--- src/design/irq_priority_pending_pkg.sv ---
package irq_priority_pending_pkg;
    // ------------------------------------------------------------
    // widths
    // ------------------------------------------------------------
    localparam int ADDR_W = 12;
    localparam int DATA_W = 32;
    localparam int LANES = 4;
    localparam int BYTE_W = 8;
    localparam int PRIO_W = 3;
    localparam int PRIO_LSB = 5;
    localparam int NUM_W = 9;

    // ------------------------------------------------------------
    // register offsets (byte addresses)
    // ------------------------------------------------------------
    localparam logic [ADDR_W-1:0] PRIO_BASE_OFS = 12'h000;
    localparam logic [ADDR_W-1:0] TRIGGER_OFS = 12'h100;
    localparam logic [ADDR_W-1:0] CTRL_OFS = 12'h104;
    localparam logic [ADDR_W-1:0] ENABLE_OFS = 12'h108;
    localparam logic [ADDR_W-1:0] SETPEND_OFS = 12'h10C;
    localparam logic [ADDR_W-1:0] CLRPEND_OFS = 12'h110;
    localparam logic [ADDR_W-1:0] ACTIVE_OFS = 12'h114;

    // ------------------------------------------------------------
    // fields and reset values
    // ------------------------------------------------------------
    localparam int CTRL_ALLOW_BIT = 0;
    localparam logic [PRIO_W-1:0] PRIO_RESET = 3'h0;
    localparam logic CTRL_ALLOW_RESET = 1'b0;

    // ------------------------------------------------------------
    // carriers
    // ------------------------------------------------------------
    typedef struct packed {
        logic [ADDR_W-1:0] addr;
        logic [DATA_W-1:0] wdata;
        logic [LANES-1:0] be;
        logic wr;
        logic rd;
        logic priv;
    } reg_req_type;

    typedef struct packed {
        logic enter;
        logic [NUM_W-1:0] enter_num;
        logic leave;
        logic [NUM_W-1:0] leave_num;
    } core_evt_type;
endpackage

--- src/design/irq_priority_pending_ctrl.sv ---
// Added by the designer: the register offsets and the address-and-strobe port.
`timescale 1ns/1ps
module irq_priority_pending_ctrl
    import irq_priority_pending_pkg::*;
#(
    parameter int N_IRQ = 32
) (
    input wire logic clk_sys_i,
    input wire logic rst_n_i,
    input wire reg_req_type reg_req_i,
    output logic [DATA_W-1:0] reg_rdata_o,
    input wire logic [N_IRQ-1:0] irq_line_i,
    input wire core_evt_type core_evt_i,
    output logic irq_req_o,
    output logic [NUM_W-1:0] irq_num_o,
    output logic [PRIO_W-1:0] irq_prio_o,
    output logic [N_IRQ-1:0] pending_o,
    output logic [N_IRQ-1:0] active_o
);
    localparam int PRIO_WORDS = (N_IRQ + LANES - 1) / LANES;

    // ------------------------------------------------------------
    // decode helpers
    // ------------------------------------------------------------
    function automatic logic reg_hit(input logic [ADDR_W-1:0] a, input logic [ADDR_W-1:0] ofs);
        reg_hit = (a[ADDR_W-1:2] == ofs[ADDR_W-1:2]);
    endfunction

    function automatic logic prio_hit(input logic [ADDR_W-1:0] a, input int word);
        prio_hit = (a[ADDR_W-1:2] == (PRIO_BASE_OFS[ADDR_W-1:2] + (ADDR_W-2)'(word)));
    endfunction

    // ------------------------------------------------------------
    // state
    // ------------------------------------------------------------
    logic [PRIO_W-1:0] prio_q [N_IRQ];
    logic allow_q;
    logic [N_IRQ-1:0] enable_q;
    logic [N_IRQ-1:0] pending_q;
    logic [N_IRQ-1:0] active_q;
    logic [N_IRQ-1:0] line_q;
    logic [DATA_W-1:0] rdata_q;
    logic req_q;
    logic [NUM_W-1:0] num_q;
    logic [PRIO_W-1:0] prio_out_q;

    logic wr_trig;
    logic [N_IRQ-1:0] trig_vec;
    logic [N_IRQ-1:0] setpend_vec;
    logic [N_IRQ-1:0] clrpend_vec;
    logic [DATA_W-1:0] rdata_d;
    logic req_d;
    logic [NUM_W-1:0] num_d;
    logic [PRIO_W-1:0] prio_d;

    // ------------------------------------------------------------
    // software trigger and pending writes
    // ------------------------------------------------------------
    assign wr_trig = reg_req_i.wr && reg_hit(reg_req_i.addr, TRIGGER_OFS)
                     && (reg_req_i.priv || allow_q);

    always_comb begin
        trig_vec = '0;
        for (int i = 0; i < N_IRQ; i++) begin
            if (wr_trig && reg_req_i.wdata[NUM_W-1:0] == NUM_W'(i)) begin
                trig_vec[i] = 1'b1;
            end
        end
    end

    assign setpend_vec = (reg_req_i.wr && reg_hit(reg_req_i.addr, SETPEND_OFS))
                         ? reg_req_i.wdata[N_IRQ-1:0] : '0;
    assign clrpend_vec = (reg_req_i.wr && reg_hit(reg_req_i.addr, CLRPEND_OFS))
                         ? reg_req_i.wdata[N_IRQ-1:0] : '0;

    // ------------------------------------------------------------
    // control and enable registers
    // ------------------------------------------------------------
    always_ff @(posedge clk_sys_i or negedge rst_n_i) begin
        if (!rst_n_i) begin
            allow_q <= CTRL_ALLOW_RESET;
        end else if (reg_req_i.wr && reg_req_i.priv && reg_hit(reg_req_i.addr, CTRL_OFS)) begin
            allow_q <= reg_req_i.wdata[CTRL_ALLOW_BIT];
        end
    end

    always_ff @(posedge clk_sys_i or negedge rst_n_i) begin
        if (!rst_n_i) begin
            enable_q <= '0;
        end else if (reg_req_i.wr && reg_hit(reg_req_i.addr, ENABLE_OFS)) begin
            enable_q <= reg_req_i.wdata[N_IRQ-1:0];
        end
    end

    // ------------------------------------------------------------
    // per-interrupt priority and pending/active state
    // ------------------------------------------------------------
    for (genvar i = 0; i < N_IRQ; i++) begin : g_irq
        logic enter_hit;
        logic leave_hit;
        logic hw_set;
        logic set_ev;
        logic clr_ev;

        assign enter_hit = core_evt_i.enter && core_evt_i.enter_num == NUM_W'(i);
        assign leave_hit = core_evt_i.leave && core_evt_i.leave_num == NUM_W'(i);
        assign hw_set = irq_line_i[i] && !active_q[i] && !enter_hit
                        || irq_line_i[i] && !line_q[i] && !enter_hit;
        assign set_ev = hw_set || trig_vec[i] || setpend_vec[i]
                        || leave_hit && irq_line_i[i];
        assign clr_ev = enter_hit
                        || clrpend_vec[i] && !irq_line_i[i];

        always_ff @(posedge clk_sys_i or negedge rst_n_i) begin
            if (!rst_n_i) begin
                prio_q[i] <= PRIO_RESET;
            end else if (reg_req_i.wr && prio_hit(reg_req_i.addr, i / LANES)
                         && reg_req_i.be[i % LANES]) begin
                prio_q[i] <= reg_req_i.wdata[(i % LANES) * BYTE_W + PRIO_LSB +: PRIO_W];
            end
        end

        always_ff @(posedge clk_sys_i or negedge rst_n_i) begin
            if (!rst_n_i) begin
                pending_q[i] <= 1'b0;
            end else if (set_ev) begin
                pending_q[i] <= 1'b1;
            end else if (clr_ev) begin
                pending_q[i] <= 1'b0;
            end
        end

        always_ff @(posedge clk_sys_i or negedge rst_n_i) begin
            if (!rst_n_i) begin
                active_q[i] <= 1'b0;
            end else if (enter_hit) begin
                active_q[i] <= 1'b1;
            end else if (leave_hit) begin
                active_q[i] <= 1'b0;
            end
        end

        always_ff @(posedge clk_sys_i or negedge rst_n_i) begin
            if (!rst_n_i) begin
                line_q[i] <= 1'b0;
            end else begin
                line_q[i] <= irq_line_i[i];
            end
        end
    end

    // ------------------------------------------------------------
    // arbitration
    // ------------------------------------------------------------
    always_comb begin
        req_d = 1'b0;
        num_d = '0;
        prio_d = '0;
        for (int i = 0; i < N_IRQ; i++) begin
            if (enable_q[i] && pending_q[i] && !active_q[i]) begin
                if (!req_d || prio_q[i] < prio_d) begin
                    req_d = 1'b1;
                    num_d = NUM_W'(i);
                    prio_d = prio_q[i];
                end
            end
        end
    end

    always_ff @(posedge clk_sys_i or negedge rst_n_i) begin
        if (!rst_n_i) begin
            req_q <= 1'b0;
            num_q <= '0;
            prio_out_q <= '0;
        end else begin
            req_q <= req_d;
            num_q <= num_d;
            prio_out_q <= prio_d;
        end
    end

    // ------------------------------------------------------------
    // read path
    // ------------------------------------------------------------
    always_comb begin
        rdata_d = '0;
        for (int w = 0; w < PRIO_WORDS; w++) begin
            if (prio_hit(reg_req_i.addr, w)) begin
                for (int j = 0; j < LANES; j++) begin
                    if (w * LANES + j < N_IRQ) begin
                        rdata_d[j * BYTE_W + PRIO_LSB +: PRIO_W] = prio_q[w * LANES + j];
                    end
                end
            end
        end
        if (reg_hit(reg_req_i.addr, CTRL_OFS)) begin
            rdata_d[CTRL_ALLOW_BIT] = allow_q;
        end
        if (reg_hit(reg_req_i.addr, ENABLE_OFS)) begin
            rdata_d = DATA_W'(enable_q);
        end
        if (reg_hit(reg_req_i.addr, SETPEND_OFS) || reg_hit(reg_req_i.addr, CLRPEND_OFS)) begin
            rdata_d = DATA_W'(pending_q);
        end
        if (reg_hit(reg_req_i.addr, ACTIVE_OFS)) begin
            rdata_d = DATA_W'(active_q);
        end
    end

    always_ff @(posedge clk_sys_i or negedge rst_n_i) begin
        if (!rst_n_i) begin
            rdata_q <= '0;
        end else if (reg_req_i.rd) begin
            rdata_q <= rdata_d;
        end else begin
            rdata_q <= '0;
        end
    end

    assign reg_rdata_o = rdata_q;
    assign irq_req_o = req_q;
    assign irq_num_o = num_q;
    assign irq_prio_o = prio_out_q;
    assign pending_o = pending_q;
    assign active_o = active_q;
endmodule

--- config.mk ---
export PLATFORM = sky130hd
export DESIGN_NAME = irq_priority_pending_ctrl
export DESIGN_NICKNAME = d
export VERILOG_FILES = /design/src/design/irq_priority_pending_pkg.sv /design/src/design/irq_priority_pending_ctrl.sv
export SDC_FILE = /design/constraint.sdc
export NUM_CORES = 1
export LEC_CHECK = 0
export CAP_MARGIN = 15
export CELL_PAD_IN_SITES_DETAIL_PLACEMENT = 1
export CELL_PAD_IN_SITES_GLOBAL_PLACEMENT = 1
export CORE_ASPECT_RATIO = 1.2
export CORE_MARGIN = 3
export CORE_UTILIZATION = 45
export DETAILED_ROUTE_END_ITERATION = 7
export DONT_BUFFER_PORTS = 1
export PLACE_DENSITY = 0.85
export SLEW_MARGIN = 0
export SYNTH_ARGS = -nofsm -noshare
export SYNTH_HDL_FRONTEND = slang
export SYNTH_SLANG_ARGS = --single-unit
--- constraint.sdc ---
create_clock -name clk_sys_i -period 18.4 [get_ports clk_sys_i]
set_clock_uncertainty 0.2 [all_clocks]
set_input_delay 1.84 -clock clk_sys_i [delete_from_list [all_inputs] [get_ports clk_sys_i]]
set_output_delay 1.84 -clock clk_sys_i [all_outputs]
set_load 0.02 [all_outputs]
==> impl_metrics.json, run 1 <==
{
  "drive_gt1_frac": 0.296,
  "post_drt_wl_per_cell_um": 36.2,
  "fillCellCount": 4225,
  "antenna_left": 0,
  "reg2reg_depth": 98,
  "synth_edf_count": 0,
  "grt_util_met3": 0.137,
  "syn_inst": 1975,
  "tightest_slew_ns": 1.25,
  "wirelength_um": 98800,
  "initial_core_util": 0.460,
  "grt_pass1_vias": 21500,
  "grt_pass1_wl_um": 130000,
  "rsz0062_at_grt": "yes",
  "grt_remaining_overflow": 0,
  "ys_top_cells_by_area": "dfrtp_1, mux2_2, o21ai_0, nand2_1, nor2_1",
  "p_seq_frac": 0.409,
  "grtUsageMet2": 0.652,
  "power.switching_w": 0.000479,
  "ys_top_cells_by_count": "dfrtp_1, nand2_1, o21ai_0",
  "synth.distinct_cells": 109,
  "vias_per_cell": 7.67,
  "status": "finished, violations left",
  "synth.area.mux_share": 0.100,
  "synth_warnings": 0,
  "hpwl_um": 56800,
  "powerDensity_mw_per_mm2": 69.9,
  "holdCritStartpoint": "enable_q[3]",
  "r2r_setup_slack_ns": -3.34,
  "root_buffer": "clkbuf_16",
  "path_clk_slew_ns": 0.07,
  "cts.sinks": 266,
  "yosys_register_bits": 266,
  "tritoncts": "built",
  "seqCellArea_mm2": 0.00666,
  "cts_buffer_depth": 3,
  "arrival_ns": 21.97,
  "nets": 2303,
  "htreeDepth": 1,
  "intPower_w": 0.00105,
  "hold_end": "enable_q[3]",
  "die-area_mm2": 0.0414,
  "syn_to_final_growth_pct": 25.1,
  "yosys.area_share.simple": 0.189,
  "drtPass1Iterations": 8,
  "crit_start": "active_o[0]",
  "combPwrFrac": 0.154,
  "gp_congestion": 0.971,
  "synth-adder-area-share": 0.0160,
  "worst_path_most_repeated_cell": "buf_4",
  "synth.most_common_cell": "dfrtp_1",
  "synth_xor_area_frac": 0,
  "core_area_mm2": 0.0382,
  "worstSetupStartpointType": "flip-flop",
  "slew_headroom": 0.167,
  "die_w_um": 186,
  "clk_latency_ns": 0.63,
  "synth_compound_area_frac": 0.280,
  "grt_max_degree": 267,
  "antenna_found_initial": 9,
  "worst_path_max_delay_cell": "mux2i_2",
  "ys_seq_area_frac": 0.379,
  "max_freq_ghz": 0.0460,
  "vias": 21000,
  "setup_viol": 8,
  "synth.avg_cell_area_um2": 8.89,
  "ir_drop_v": 0.0000877,
  "synth_top_family_by_area": "compound AO/OA/AOI/OAI gates",
  "drc": 0,
  "clkPwrFrac": 0.437,
  "dp_slack_ns": -1.84,
  "synth_area_leader_cell": "dfrtp_1",
  "whs_path_depth": 1,
  "drv_slew": 0,
  "netlist.area_leader.share": 0.379,
  "cp.required_ns": 18.63,
  "rows": 78,
  "synth_flop_cell": "dfrtp_1",
  "cts_hold_buffers": 0,
  "drv_cap": 0,
  "r2r-end": "irq_num_o[2]",
  "min_period_ns": 21.74,
  "grt-busiest-layer": "met2",
  "slowest_delay_ns": 0.45,
  "die_height_um": 222,
  "criticalPathCategory": "reg -> reg",
  "p_leak_nw": 9.23,
  "crit_path_max_fanout": 6,
  "finalHoldViolations": 0,
  "swShare": 0.312,
  "finalWorstSetupSlack_ns": -3.34,
  "multi_input_area_mm2": 0.0114,
  "end_kind": "flip-flop",
  "synthArstFlopShare": 1.00,
  "port_buffers": 0,
  "numCtsBuffers": 29,
  "rr_startpoint": "active_o[0]",
  "violations": "setup timing",
  "top_level_ports": 214,
  "fin_crit_sh": 1.18,
  "hp-class": "reg -> reg",
  "use_met1": 0.441,
  "finish.utilization": 0.575,
  "syn-cell-area_mm2": 0.0176,
  "drtIter0Drc": 2699,
  "grt_use_total": 0.411
}
## cell usage in the layout, fill, tap and decap left out, types with 36 or more instances in the layout
| cell type | Yosys | final |
|---|---|---|
| buf_4 | 6 | 247 |
| nor2_1 | 175 | 170 |
| nand3_1 | 43 | 41 |
| mux2_2 | 129 | 129 |
| nand3b_1 | 36 | 36 |
| nand2_1 | 252 | 244 |
| dfrtp_1 | 266 | 264 |
| inv_1 | 71 | 66 |
| a21oi_1 | 64 | 50 |
| o21ai_0 | 192 | 180 |
## worst max-delay path by stage
stage               endpoint  slack (ns)  depth (start not counted)
2_1_floorplan  irq_prio_o[1]       -0.18                         90
3_3_place_gp    irq_num_o[3]       -1.03                         90
3_5_place_dp    irq_num_o[3]       -1.84                         93
4_1_cts        irq_prio_o[1]       -1.12                         90
5_1_grt         irq_num_o[2]       -3.76                        101
6_report        irq_num_o[2]       -3.34                         98
## critical path: cells and delay by family (launching register included)
family,cells,cell delay [ns]
compound gates,56,12.54
buf+inv,13,1.73
flops,1,0.43
mux,3,1.07
fa+ha+maj,9,2.38
simple gates,17,3.11
## cell type report
class | instances | area share
multi-input combinational | 1555 | 0.518
sequential | 266 | 0.303
timing repair buffer | 259 | 0.0904
clock buffer | 40 | 0.0368
tap | 520 | 0.0296
inverter | 71 | 0.0121
clock inverter | 12 | 0.00843
antenna | 9 | 0.00103
## sequential cells by signal, summed over array words and instances (netlist names)
signal and cells:
irq_prio_o 3, irq_req_o 1, allow_q 1, reg_rdata_o 32, prio_q 96, irq_num_o 5, active_o 32, enable_q 32
line_q 32, pending_o 32
## per-layer routing
metal,wire [um],vias to the layer above
li1,-,7863
met2,42500,2101
met5,41,-
met4,12200,6
met3,13500,995
met1,30600,10000
## what timing repair did
item / 4_1_cts / 5_1_grt
buffers inserted: 41 / 18
pin swaps: 42 / 50
resized for setup: 83 / 93
setup endpoints to repair: 8 / 8
## per-stage QoR
step           total power, W  hold WS [ns]  setup TNS [ns]  cell area (um2)  cells
2_1_floorplan        0.000745         0.297           -1.18            17800   1978
3_3_place_gp         0.000803         0.311           -7.76            19600   2610
3_5_place_dp         0.000812         0.324          -14.07            19600   2610
4_1_cts               0.00145         0.340           -8.38            21300   2703
5_1_grt               0.00155         0.360          -28.88            21900   2723
6_report              0.00153         0.342          -25.30            22000   2732
## cells by family (layout without fill, tap and decap cells)
group                      count (synthesis)  count (layout)
buffers and inverters                    157             382
muxes                                    159             159
AOI/OAI and AO/OA                        670             670
DFF                                      266             266
adders and majority gates                 24              24
and+or+nand+nor                          698             698
other                                      1              13
## power groups by stage
stage | clock network [W] | logic [W] | registers (W)
after CTS | 0.000629 | 0.000196 | 0.000625
after detailed placement | 0 | 0.000177 | 0.000635
after floorplan | 0 | 0.000118 | 0.000627
after global routing | 0.000679 | 0.000245 | 0.000628
final | 0.000670 | 0.000236 | 0.000628
after global placement | 0 | 0.000169 | 0.000634
Note: power is estimated with default switching activity, not from simulation.
==> run 2: changes to the inputs <==
CTS_CLUSTER_SIZE = 25   (was unset)
PLACE_DENSITY = unset   (was 0.85)
PLACE_DENSITY_LB_ADDON = 0.1   (was unset)
==> run 2 against run 1 <==
Effect of this change: the flow still finishes with violations (setup timing); via count is 15% lower; non-clock buffer count is 6 lower; power down 6.6%; maximum frequency increased by 9.8%; sequential power shrank 0.6%; final cell count is 0.44% lower; global-route usage shrank 5.7 points; final area shrank 1.1%; hold slack got worse by 0.0075 ns; combinational power is 13% lower; clock power shrank 10%.
==> impl_metrics.json, run 2 (same netlist as run 1, synthesis figures left out) <==
{
  "mostFrequentLayoutCells": "dfrtp_1, nand2_1, buf_4",
  "drt-met1-wl_um": 29500,
  "cts.sinks": 266,
  "numCtsBuffers": 30,
  "finalHoldViolations": 0,
  "port_buffers": 0,
  "powerDensity_mw_per_mm2": 66.0,
  "multi_input_area_mm2": 0.0112,
  "seqCellArea_mm2": 0.00666,
  "initial_core_util": 0.460,
  "grt_pass1_wl_um": 113000,
  "antenna_found_initial": 0,
  "gp_congestion": 0.903,
  "dp_slack_ns": -1.84,
  "die-area_mm2": 0.0414,
  "hold_end": "enable_q[25]",
  "ir_drop_v": 0.0000658,
  "path_clk_slew_ns": 0.07,
  "wl_met2_um": 37300,
  "fillCellCount": 4350,
  "antenna_left": 0,
  "worstSetupStartpointType": "flip-flop",
  "top_level_ports": 214,
  "fin_crit_sh": 1.08,
  "slowest_delay_ns": 0.43,
  "vias": 17900,
  "cp.required_ns": 18.68,
  "finalWorstSetupSlack_ns": -1.39,
  "highest_layer": "met4",
  "worst_path_most_repeated_cell": "buf_4",
  "rsz0062_at_grt": "yes",
  "diodes": 0,
  "violations": "setup timing",
  "wl_met3_um": 5370,
  "drtIter0Drc": 1325,
  "end_kind": "flip-flop",
  "htreeDepth": 1,
  "whs_path_depth": 1,
  "setup_viol": 8,
  "clk_latency_ns": 0.57,
  "root_buffer": "clkbuf_16",
  "grt_use_total": 0.354,
  "total_power_w": 0.00143,
  "slew_headroom": 0.190,
  "syn_to_final_growth_pct": 23.8,
  "worst_path_max_delay_cell": "o311a_4",
  "die_w_um": 186,
  "tightest_slew_ns": 1.21,
  "status": "finished, violations left",
  "nets": 2298,
  "grt_max_degree": 267,
  "hpwl_um": 55400,
  "drtPass1Iterations": 8,
  "holdCritStartpoint": "enable_q[25]",
  "max_freq_ghz": 0.0505,
  "hp-class": "reg -> reg",
  "drv_slew": 0,
  "grt_pass1_vias": 19000,
  "drc": 0,
  "r2r_setup_slack_ns": -1.39,
  "cts_hold_buffers": 0,
  "min_period_ns": 19.79,
  "arrival_ns": 20.07,
  "rows": 78,
  "reg2reg_depth": 92,
  "vias_per_cell": 6.58,
  "criticalPathCategory": "reg -> reg",
  "core_area_mm2": 0.0382,
  "final_common_cell": "dfrtp_1",
  "largest_reg_flops": 96,
  "drv_cap": 0,
  "top_register": "prio_q",
  "drive_gt1_frac": 0.289,
  "post_drt_wl_per_cell_um": 27.7,
  "grt_remaining_overflow": 0,
  "cts_buffer_depth": 3,
  "tritoncts": "built",
  "wirelength_um": 75400,
  "crit_path_max_fanout": 6,
  "rr_startpoint": "active_o[0]",
  "r2r-end": "irq_prio_o[2]",
  "p_leak_nw": 9.22,
  "die_height_um": 222
}
## run 2: changes by cell type in the layout (fill, tap and decap cells not counted), sizes merged
cell,change
buf,-5
bufinv,-3
clkbuf,+2
clkinv,+4
diode,-9
inv,-1
## run 2: worst max-delay path by stage
stage | startpoint | to | slack [ns] | cells past startpoint
2_1_floorplan | active_o[0] | irq_prio_o[1] | -0.18 | 90
3_3_place_gp | active_o[0] | irq_prio_o[2] | -1.23 | 90
3_5_place_dp | active_o[0] | irq_prio_o[2] | -1.84 | 89
4_1_cts | active_o[0] | irq_num_o[4] | -1.10 | 89
5_1_grt | active_o[0] | irq_num_o[3] | -2.22 | 92
6_report | active_o[0] | irq_prio_o[2] | -1.39 | 92
## run 2: cell type report
class / count / share of cell area
tap: 520 / 0.0300
sequential: 266 / 0.307
clock inverter: 12 / 0.00467
multi-input combinational: 1555 / 0.518
clock buffer: 43 / 0.0401
timing repair buffer: 253 / 0.0888
inverter: 71 / 0.0123
## run 2: timing repair
item,in CTS,in global routing
pin swaps,20,30
setup buffers,32,13
resized for setup,69,74
hold endpoints to repair,0,0
endpoints found under the setup margin,8,8
## run 2: per-stage QoR
step | hold slack, ns | utilization | cell area, um2 | std cells | TNS, ns
floorplan | 0.297 | - | 17800 | 1978 | -1.18
global placement | 0.312 | 0.515 | 19700 | 2620 | -9.28
detailed placement | 0.321 | 0.515 | 19700 | 2620 | -14.15
CTS | 0.335 | 0.557 | 21200 | 2707 | -8.36
global route | 0.343 | 0.569 | 21700 | 2720 | -17.30
finish | 0.334 | 0.569 | 21700 | 2720 | -10.73
## run 2: metal layers
layer	vias up	track usage
li1	7848	-
met1	9147	0.431
met2	703	0.601
met3	191	0.0752
met4	0	0.149
met5	-	0
## run 2: critical path, delay by kind of cell, from the launching register on
family,cells,cell delay [ns]
buf+inv,13,1.67
simple gates,11,1.98
compound gates,55,12.18
fa+ha+maj,9,2.31
flops,1,0.41
mux,4,0.88
## run 2: power by group
part           switching [W]  internal [W]  total [W]  leakage, nW
sequential         0.0000256      0.000599   0.000624         3.44
clock               0.000260      0.000344   0.000603        0.483
combinational       0.000117     0.0000893   0.000206         5.29
